[config.mk]
export PLATFORM = sky130hd
export DESIGN_NAME = tmpr_responder
export DESIGN_NICKNAME = d
export VERILOG_FILES = /design/src/pkg/tmpr_pkg.sv /design/src/core/tmpr_responder.sv
export SDC_FILE = /design/constraint.sdc
export NUM_CORES = 1
export LEC_CHECK = 0
export CAP_MARGIN = 20
export CORE_ASPECT_RATIO = 0.7
export CORE_UTILIZATION = 64
export CTS_CLUSTER_SIZE = 20
export DETAILED_ROUTE_END_ITERATION = 16
export DONT_BUFFER_PORTS = 1
export PLACE_DENSITY = 0.8
export SLEW_MARGIN = 5
export SYNTH_ARGS = -nofsm -noshare
export SYNTH_HDL_FRONTEND = slang
export SYNTH_SLANG_ARGS = --single-unit
[constraint.sdc]
create_clock -name core_clk -period 3.4 [get_ports core_clk]
set_input_delay 0.34 -clock core_clk [delete_from_list [all_inputs] [get_ports core_clk]]
set_output_delay 0.34 -clock core_clk [all_outputs]
set_load 0.02 [all_outputs]
[src/pkg/tmpr_pkg.sv]
// constants, packet layouts and string contents for the packet responder
package tmpr_pkg;

  // clock and timing
  localparam int CLK_MHZ             = 100;
  localparam int TIMEOUT_US          = 1;
  localparam int TIMEOUT_CYCLES      = TIMEOUT_US * CLK_MHZ;
  localparam int SETUP_APPLY_US      = 50;
  localparam int SETUP_APPLY_CYCLES  = SETUP_APPLY_US * CLK_MHZ;

  // packet lengths
  localparam int CMD_BITS            = 28;
  localparam int RSP_BITS            = 26;

  // register numbers
  localparam logic [7:0] REG_POLL    = 8'h00;
  localparam logic [7:0] REG_KIND    = 8'h01;
  localparam logic [7:0] REG_MAKER   = 8'h02;
  localparam logic [7:0] REG_MODEL   = 8'h03;
  localparam logic [7:0] REG_SERIAL  = 8'h04;
  localparam logic [7:0] REG_DATE    = 8'h05;
  localparam logic [7:0] REG_RELEASE = 8'h06;
  localparam logic [7:0] REG_COMPAT  = 8'h07;
  localparam logic [7:0] REG_SETUP   = 8'h08;
  localparam logic [7:0] REG_AEA_CFG = 8'h09;
  localparam logic [7:0] REG_AEA_ADR = 8'h0a;
  localparam logic [7:0] REG_AEA_WIN = 8'h0b;

  // response status codes
  localparam logic [1:0] ST_NORMAL   = 2'h0;
  localparam logic [1:0] ST_XE       = 2'h1;
  localparam logic [1:0] ST_AEA      = 2'h2;
  localparam logic [1:0] ST_PENDING  = 2'h3;

  // error condition codes held in the poll register
  localparam logic [3:0] ERR_NONE     = 4'h0;
  localparam logic [3:0] ERR_READONLY = 4'h1;
  localparam logic [3:0] ERR_UNKNOWN  = 4'h2;
  localparam logic [3:0] ERR_BUSY     = 4'h3;
  localparam logic [3:0] ERR_RESERVED = 4'h4;

  // field positions and reset values
  localparam int AEA_CFG_INC_RD      = 0;
  localparam int AEA_CFG_INC_WR      = 1;
  localparam logic [15:0] AEA_CFG_RESET = 16'h0000;
  localparam logic [15:0] AEA_ADR_RESET = 16'h0000;
  localparam logic [15:0] SETUP_RESET   = 16'h0000;
  localparam logic [3:0]  PEND_SETUP    = 4'h1;
  localparam logic [15:0] AEA_STEP      = 16'h0002;

  // identification strings, null padded, first byte in the top lane
  localparam logic [63:0] STR_KIND    = 64'h4c41534552000000;
  localparam logic [63:0] STR_MAKER   = 64'h4d414b4552000000;
  localparam logic [63:0] STR_MODEL   = 64'h4d444c3031000000;
  localparam logic [63:0] STR_SERIAL  = 64'h534e303030310000;
  localparam logic [63:0] STR_DATE    = 64'h4430310000000000;
  localparam logic [63:0] STR_RELEASE = 64'h52312e3000000000;
  localparam logic [63:0] STR_COMPAT  = 64'h52312e3000000000;
  localparam logic [15:0] LEN_KIND    = 16'h0006;
  localparam logic [15:0] LEN_MAKER   = 16'h0006;
  localparam logic [15:0] LEN_MODEL   = 16'h0006;
  localparam logic [15:0] LEN_SERIAL  = 16'h0007;
  localparam logic [15:0] LEN_RELEASE = 16'h0005;
  localparam logic [15:0] LEN_COMPAT  = 16'h0005;

  typedef struct packed {
    logic [2:0]  rsvd;
    logic        write;
    logic [7:0]  reg_num;
    logic [15:0] data;
  } tmpr_cmd_s;

  typedef struct packed {
    logic [1:0]  status;
    logic [7:0]  reg_num;
    logic [15:0] data;
  } tmpr_rsp_s;

endpackage : tmpr_pkg

[src/core/tmpr_responder.sv]
// command packet interpreter and required register set
`timescale 1ns/1ns
`default_nettype none

module tmpr_responder #(
  parameter int SETUP_CYCLES = tmpr_pkg::SETUP_APPLY_CYCLES
) (
  // clock and reset
  input  wire logic              core_clk,
  input  wire logic              rst,
  // inbound packet from the link layer
  input  wire logic              cmd_valid,
  input  wire tmpr_pkg::tmpr_cmd_s cmd_packet,
  output var  logic              inbound_ready_n,
  // outbound packet to the link layer
  output var  logic              rsp_valid,
  output var  tmpr_pkg::tmpr_rsp_s rsp_packet,
  // configuration seen by the rest of the module
  output var  logic [15:0]       setup_value,
  output var  logic              setup_busy
);

  // a setup change counts as long only when it outlasts the timeout
  localparam logic LONG_SETUP = (SETUP_CYCLES > tmpr_pkg::TIMEOUT_CYCLES);
  localparam logic [31:0] SETUP_LAST = 32'(SETUP_CYCLES - 1);

  // state
  logic                inbound_ready_n_q;
  logic                rsp_valid_q;
  tmpr_pkg::tmpr_rsp_s rsp_q;
  tmpr_pkg::tmpr_rsp_s rsp_d;
  logic [3:0]          err_q;
  logic [3:0]          pend_q;
  logic [15:0]         setup_q;
  logic [15:0]         setup_shadow_q;
  logic [31:0]         setup_cnt_q;
  logic [15:0]         aea_cfg_q;
  logic [15:0]         aea_adr_q;

  // decode results
  logic        cmd_take;
  logic        fail;
  logic [3:0]  fail_code;
  logic        poll_read;
  logic        setup_start;
  logic        setup_now;
  logic        cfg_we;
  logic        adr_we;
  logic        aea_load;
  logic        win_read;
  logic        setup_done;

  function automatic logic is_aea_field(input logic [7:0] r);
    is_aea_field = (r == tmpr_pkg::REG_KIND)   ||
                   (r == tmpr_pkg::REG_MAKER)  ||
                   (r == tmpr_pkg::REG_MODEL)  ||
                   (r == tmpr_pkg::REG_SERIAL) ||
                   (r == tmpr_pkg::REG_RELEASE)||
                   (r == tmpr_pkg::REG_COMPAT);
  endfunction : is_aea_field

  function automatic logic [63:0] field_text(input logic [7:0] r);
    case (r)
      tmpr_pkg::REG_KIND:    field_text = tmpr_pkg::STR_KIND;
      tmpr_pkg::REG_MAKER:   field_text = tmpr_pkg::STR_MAKER;
      tmpr_pkg::REG_MODEL:   field_text = tmpr_pkg::STR_MODEL;
      tmpr_pkg::REG_SERIAL:  field_text = tmpr_pkg::STR_SERIAL;
      tmpr_pkg::REG_DATE:    field_text = tmpr_pkg::STR_DATE;
      tmpr_pkg::REG_RELEASE: field_text = tmpr_pkg::STR_RELEASE;
      tmpr_pkg::REG_COMPAT:  field_text = tmpr_pkg::STR_COMPAT;
      default:               field_text = 64'h0000000000000000;
    endcase
  endfunction : field_text

  function automatic logic [15:0] field_len(input logic [7:0] r);
    case (r)
      tmpr_pkg::REG_KIND:    field_len = tmpr_pkg::LEN_KIND;
      tmpr_pkg::REG_MAKER:   field_len = tmpr_pkg::LEN_MAKER;
      tmpr_pkg::REG_MODEL:   field_len = tmpr_pkg::LEN_MODEL;
      tmpr_pkg::REG_SERIAL:  field_len = tmpr_pkg::LEN_SERIAL;
      tmpr_pkg::REG_RELEASE: field_len = tmpr_pkg::LEN_RELEASE;
      tmpr_pkg::REG_COMPAT:  field_len = tmpr_pkg::LEN_COMPAT;
      default:               field_len = 16'h0000;
    endcase
  endfunction : field_len

  // bytes past the end of a field read as null
  function automatic logic [7:0] field_byte(input logic [7:0]  r,
                                            input logic [15:0] idx);
    logic [63:0] txt;
    txt = field_text(r);
    if (idx > 16'h0007) begin
      field_byte = 8'h00;
    end else begin
      field_byte = txt[8'd63 - {idx[2:0], 3'b000} -: 8];
    end
  endfunction : field_byte

  assign cmd_take = cmd_valid && !inbound_ready_n_q;

  // one command is decoded in the cycle it is taken
  always_comb begin
    rsp_d       = '0;
    fail        = 1'b0;
    fail_code   = tmpr_pkg::ERR_NONE;
    poll_read   = 1'b0;
    setup_start = 1'b0;
    setup_now   = 1'b0;
    cfg_we      = 1'b0;
    adr_we      = 1'b0;
    aea_load    = 1'b0;
    win_read    = 1'b0;
    rsp_d.reg_num = cmd_packet.reg_num;
    if (cmd_packet.rsvd != 3'b000) begin
      fail      = 1'b1;
      fail_code = tmpr_pkg::ERR_RESERVED;
    end else if (!cmd_packet.write) begin
      case (cmd_packet.reg_num)
        tmpr_pkg::REG_POLL: begin
          poll_read  = 1'b1;
          rsp_d.data = {8'h00, pend_q, err_q};
        end
        tmpr_pkg::REG_DATE: begin
          rsp_d.data = {field_byte(tmpr_pkg::REG_DATE, 16'h0000),
                        field_byte(tmpr_pkg::REG_DATE, 16'h0001)};
        end
        tmpr_pkg::REG_SETUP:   rsp_d.data = setup_q;
        tmpr_pkg::REG_AEA_CFG: rsp_d.data = aea_cfg_q;
        tmpr_pkg::REG_AEA_ADR: rsp_d.data = aea_adr_q;
        tmpr_pkg::REG_AEA_WIN: begin
          win_read   = 1'b1;
          rsp_d.data = {field_byte(aea_cfg_q[15:8], aea_adr_q),
                        field_byte(aea_cfg_q[15:8], aea_adr_q + 16'h0001)};
        end
        default: begin
          if (is_aea_field(cmd_packet.reg_num)) begin
            aea_load     = 1'b1;
            rsp_d.status = tmpr_pkg::ST_AEA;
            rsp_d.data   = field_len(cmd_packet.reg_num);
          end else begin
            fail      = 1'b1;
            fail_code = tmpr_pkg::ERR_UNKNOWN;
          end
        end
      endcase
    end else begin
      // write data in the response stays zero where it is free
      case (cmd_packet.reg_num)
        tmpr_pkg::REG_POLL: begin
        end
        tmpr_pkg::REG_SETUP: begin
          if (pend_q != 4'h0) begin
            fail      = 1'b1;
            fail_code = tmpr_pkg::ERR_BUSY;
          end else if (LONG_SETUP) begin
            setup_start  = 1'b1;
            rsp_d.status = tmpr_pkg::ST_PENDING;
            rsp_d.data   = {8'h00, tmpr_pkg::PEND_SETUP, 4'h0};
          end else begin
            setup_now = 1'b1;
          end
        end
        tmpr_pkg::REG_AEA_CFG: cfg_we = 1'b1;
        tmpr_pkg::REG_AEA_ADR: adr_we = 1'b1;
        default: begin
          // identity fields and their window are read-only, so a host
          // repeating a field write through the window is refused too
          fail      = 1'b1;
          fail_code = (cmd_packet.reg_num <= tmpr_pkg::REG_AEA_WIN) ?
                      tmpr_pkg::ERR_READONLY : tmpr_pkg::ERR_UNKNOWN;
        end
      endcase
    end
    if (fail) begin
      rsp_d.status = tmpr_pkg::ST_XE;
      rsp_d.data   = 16'h0000;
    end
  end

  // framing: ready goes high for the response cycle, low again after
  always_ff @(posedge core_clk) begin
    if (rst) begin
      inbound_ready_n_q <= 1'b0;
      rsp_valid_q       <= 1'b0;
    end else begin
      inbound_ready_n_q <= cmd_take;
      rsp_valid_q       <= cmd_take;
    end
  end

  // response word held until the next command replaces it
  always_ff @(posedge core_clk) begin
    if (rst) begin
      rsp_q <= '0;
    end else if (cmd_take) begin
      rsp_q <= rsp_d;
    end
  end

  // error condition: a new failure wins over the clear by a poll read
  always_ff @(posedge core_clk) begin
    if (rst) begin
      err_q <= tmpr_pkg::ERR_NONE;
    end else if (cmd_take && fail) begin
      err_q <= fail_code;
    end else if (cmd_take && poll_read) begin
      err_q <= tmpr_pkg::ERR_NONE;
    end
  end

  // long setup change runs on after its pending answer
  assign setup_done = (pend_q != 4'h0) && (setup_cnt_q == SETUP_LAST);

  always_ff @(posedge core_clk) begin
    if (rst) begin
      pend_q      <= 4'h0;
      setup_cnt_q <= 32'h00000000;
    end else if (cmd_take && setup_start) begin
      pend_q      <= tmpr_pkg::PEND_SETUP;
      setup_cnt_q <= 32'h00000000;
    end else if (setup_done) begin
      pend_q      <= 4'h0;
      setup_cnt_q <= 32'h00000000;
    end else if (pend_q != 4'h0) begin
      setup_cnt_q <= setup_cnt_q + 32'h00000001;
    end
  end

  always_ff @(posedge core_clk) begin
    if (rst) begin
      setup_q        <= tmpr_pkg::SETUP_RESET;
      setup_shadow_q <= tmpr_pkg::SETUP_RESET;
    end else if (cmd_take && setup_start) begin
      setup_shadow_q <= cmd_packet.data;
    end else if (cmd_take && setup_now) begin
      setup_q <= cmd_packet.data;
    end else if (setup_done) begin
      setup_q <= setup_shadow_q;
    end
  end

  // aea set: a field read points the window at that field from byte 0
  always_ff @(posedge core_clk) begin
    if (rst) begin
      aea_cfg_q <= tmpr_pkg::AEA_CFG_RESET;
    end else if (cmd_take && aea_load) begin
      aea_cfg_q <= {cmd_packet.reg_num, 8'h00};
      aea_cfg_q[tmpr_pkg::AEA_CFG_INC_RD] <= 1'b1;
      aea_cfg_q[tmpr_pkg::AEA_CFG_INC_WR] <= 1'b1;
    end else if (cmd_take && cfg_we) begin
      aea_cfg_q <= cmd_packet.data;
    end
  end

  // the window steps two bytes per read when auto increment is on
  always_ff @(posedge core_clk) begin
    if (rst) begin
      aea_adr_q <= tmpr_pkg::AEA_ADR_RESET;
    end else if (cmd_take && aea_load) begin
      aea_adr_q <= tmpr_pkg::AEA_ADR_RESET;
    end else if (cmd_take && adr_we) begin
      aea_adr_q <= cmd_packet.data;
    end else if (cmd_take && win_read &&
                 aea_cfg_q[tmpr_pkg::AEA_CFG_INC_RD]) begin
      aea_adr_q <= aea_adr_q + tmpr_pkg::AEA_STEP;
    end
  end

  assign inbound_ready_n = inbound_ready_n_q;
  assign rsp_valid       = rsp_valid_q;
  assign rsp_packet      = rsp_q;
  assign setup_value     = setup_q;
  assign setup_busy      = pend_q[0];
endmodule : tmpr_responder

`default_nettype wire

==> impl_metrics.py <==
metrics = {
    "timing": {
        "fin_worst_skew_ns": 0.00870,
        "final.min_clock_period_ns": 2.69,
        "hold_ws_ns": 0.0440,
        "setup_slack_ns": 0.714,
        "setup_violations": 0,
        "period_share": 0.790,
        "fmax_mhz": 372,
        "setup_tns_ns": 0,
        "tightest_slew_ns": 1.05,
        "finalHoldViolCount": 0,
        "report.final.slew_viol_count": 0,
        "grt_setup_unrepaired": "false",
        "maxSlewHeadroom": 0.302,
    },
    "worst_setup_path": {
        "worstSetupPathType": "reg2reg",
        "critPathMaxStageDelay_ns": 0.57,
        "end_kind": "flop",
        "crit_path_cell_trace": "or3b_1, nor2_1, nand2_1, or3_1, nand2b_1, buf_4, a21oi_1",
        "crit_slowest_cell": "or3_1",
        "cp.arrival_ns": 2.97,
        "r2r-end": "aea_adr_q[0]",
        "crit_fanout": 27,
        "r2r_cells": 7,
        "rrSetupSlack_ns": 0.71,
        "r2r_start": "rsp_valid",
        "cp.required_ns": 3.69,
        "worst_setup_path_start_kind": "flop",
    },
    "clocking": {
        "cts_setup_buffers": 0,
        "clk_path_buf_depth": 2,
        "numCtsBuffers": 17,
        "cts_tree": "done",
        "path_clk_slew_ns": 0.07,
        "clock-sinks": 127,
        "clock_latency_ns": 0.42,
        "cts-root-buf": "clkbuf_16",
        "htree_levels": 4,
    },
    "power_and_ir_drop": {
        "ir_drop_v": 0.000457,
        "p_leak_nw": 2.59,
        "power.density_nw_per_um2": 446,
        "power.total_mw": 3.49,
    },
    "yosys": {
        "synth.distinct_cells": 73,
        "syn_area_per_cell_um2": 7.71,
        "yosysTopAreaCellShare": 0.353,
        "syn_area_um2": 7210,
        "yosys.area.top_type": "dfxtp_1",
        "ys_ff_latch": 127,
        "yosysSeqAreaShare": 0.353,
        "synth_edf_count": 0,
        "synth_async_sr_flop_share": 0,
        "synthTopCellsByArea": "dfxtp_1 35%, nand2_1 7.2%, nor2_1 6.3%, a21oi_1 5.6%, mux2i_1 5.0%",
        "syn_nets": 969,
        "yosys_warnings": 0,
        "synth_flop_cell": "dfxtp_1",
        "synthCells": 934,
    },
    "floorplan": {
        "die-area_um2": 11700,
        "rows": 32,
        "die_h_um": 90.8,
        "core_um2": 11000,
        "start_util": 0.657,
        "num_io_pins": 76,
        "fp.dieW_um": 129,
    },
    "global_routing": {
        "grtUsageMet3": 0.114,
        "antenna_found_initial": 0,
        "top_usage_layer": "met2",
        "grt_max_degree": 53,
        "grt_pass1_wl_mm": 34.6,
        "grt_util_all_layers": 0.380,
        "use_met1": 0.504,
        "gr-total-overflow": 0,
        "grt_pass1_vias": 6700,
        "use_met2": 0.572,
    },
    "place": {
        "postPlaceCellArea_um2": 7180,
        "place_ws_ns": 0.641,
        "place_congestion": 0.963,
        "io_buffer_count": 0,
        "dpl.cell_count": 1026,
        "dp.final_hpwl_mm": 14.3,
    },
    "hold_path": {
        "whs_endpoint": "aea_cfg_q[4]",
        "min_delay_path_depth": 2,
        "min_from": "cmd_packet[4]",
        "hold_path.class": "in2reg",
    },
    "finish": {
        "mostFrequentLayoutCell": "nand2_1",
        "layout-drive-gt1-share": 0.0838,
        "area_growth_pct": 8.63,
        "final_cells": 1060,
        "postLayoutCoreUtil": 0.714,
        "diodes": 0,
        "fillerInstances": 867,
        "layout_common_cells": "138 x nand2_1, 127 x dfxtp_1, 120 x nor2_1",
        "design_area_um2": 7830,
        "nets": 930,
    },
    "route": {
        "drtAntennaViolNets": 0,
        "totalWireLength_mm": 21.4,
        "via_per_inst": 6.70,
        "first_iter_violations": 1168,
        "firstDrtPassIters": 6,
        "drc": 0,
        "post_drt_wl_per_cell_um": 20.2,
        "num_vias": 7097,
    },
    "job": {
        "cap_violations": 0,
    },
    "run_status": {
        "status": "completed",
    },
}
==> synthesized netlist by cell type (4+ instances only) <==
cell type    n
nand2_1    138
dfxtp_1    127
nor2_1     120
a21oi_1     81
clkbuf_1    45
mux2i_1     36
xnor2_1     27
o21ai_0     25
buf_2       23
nand3_1     22
inv_1       17
a31oi_1     15
xor2_1      15
a22oi_1     14
nand2b_1    13
nor3_1      12
and3_1      11
o21ai_1     11
nand4_1     10
or3_1       10
nor4_1       9
or4_1        9
a32oi_1      7
nor2b_1      7
o22ai_1      7
a22o_1       6
buf_1        6
o2bb2ai_1    6
o221ai_1     5
a311oi_1     4
and4_1       4
ha_1         4
nand3b_1     4
nor2_2       4
nor3_2       4
nor3b_1      4
nor4_4       4
o211ai_1     4
or2_2        4
==> report_power, final <==
group | leakage, nW | internal (mW) | switching (mW)
registers | 1.02 | 1.50 | 0.0157
logic | 1.27 | 0.0319 | 0.0655
clock network | 0.289 | 1.16 | 0.722
total | 2.59 | 2.69 | 0.804
==> per-layer routing <==
metal,wire (µm),part of all wire,up-vias
met4,727,0.034,0
met2,9370,0.44,454
li1,-,-,3235
met1,8720,0.41,3333
met5,0,0,-
met3,2600,0.12,75
==> registers in the layout (all words and copies together) (netlist names) <==
name,cells
aea_cfg_q,16
setup_cnt_q,32
pend_q,1
rsp_valid,1
err_q,3
setup_value,16
setup_shadow_q,16
rsp_packet,26
aea_adr_q,16
==> final cells by class <==
cell class / count / area (µm²) / area share
Clock buffer: 17 / 425 / 0.0543
Clock inverter: 14 / 181 / 0.0232
Inverter: 17 / 63.8 / 0.00815
Multi-Input combinational cell: 711 / 4250 / 0.543
Sequential cell: 127 / 2540 / 0.325
Tap cell: 153 / 191 / 0.0245
Timing Repair Buffer: 21 / 175 / 0.0224
==> kinds of logic (layout without fill, tap and decap cells) <==
family / count (synthesis) / after routing / share of synthesized area
AO/OA/AOI/OAI: 224 / 224 / 0.202
AND/OR/NAND/NOR: 403 / 403 / 0.276
buffers and inverters: 96 / 69 / 0.0576
XOR/XNOR: 42 / 42 / 0.0511
multiplexers: 38 / 38 / 0.0531
flip-flops: 127 / 127 / 0.353
adder cells (fa/ha/maj): 4 / 4 / 0.00695
==> worst max path at each step <==
stage	from	end	slack [ns]
2_1_floorplan	aea_adr_q[0]	rsp_packet[2]	0.77
3_3_place_gp	cmd_packet[26]	rsp_packet[4]	0.77
3_5_place_dp	cmd_packet[26]	rsp_packet[4]	0.64
4_1_cts	rsp_valid	aea_adr_q[0]	0.77
5_1_grt	rsp_valid	aea_adr_q[0]	0.60
6_report	rsp_valid	aea_adr_q[0]	0.71
==> what timing repair did <==
| action | 4_1_cts | 5_1_grt |
|---|---|---|
| hold endpoints to repair | 52 | 0 |
| hold buffers | 3 | 0 |
| resized for setup | 0 | 0 |
==> worst max-delay path: cells and delay by family (launching register included) <==
| family | cells | cell delay, ns |
|---|---|---|
| buffers and inverters | 1 | 0.32 |
| AND/OR/NAND/NOR | 5 | 1.64 |
| AO/OA/AOI/OAI | 1 | 0.11 |
| flip-flops | 1 | 0.47 |
Note: power is estimated with default switching activity, not from simulation.
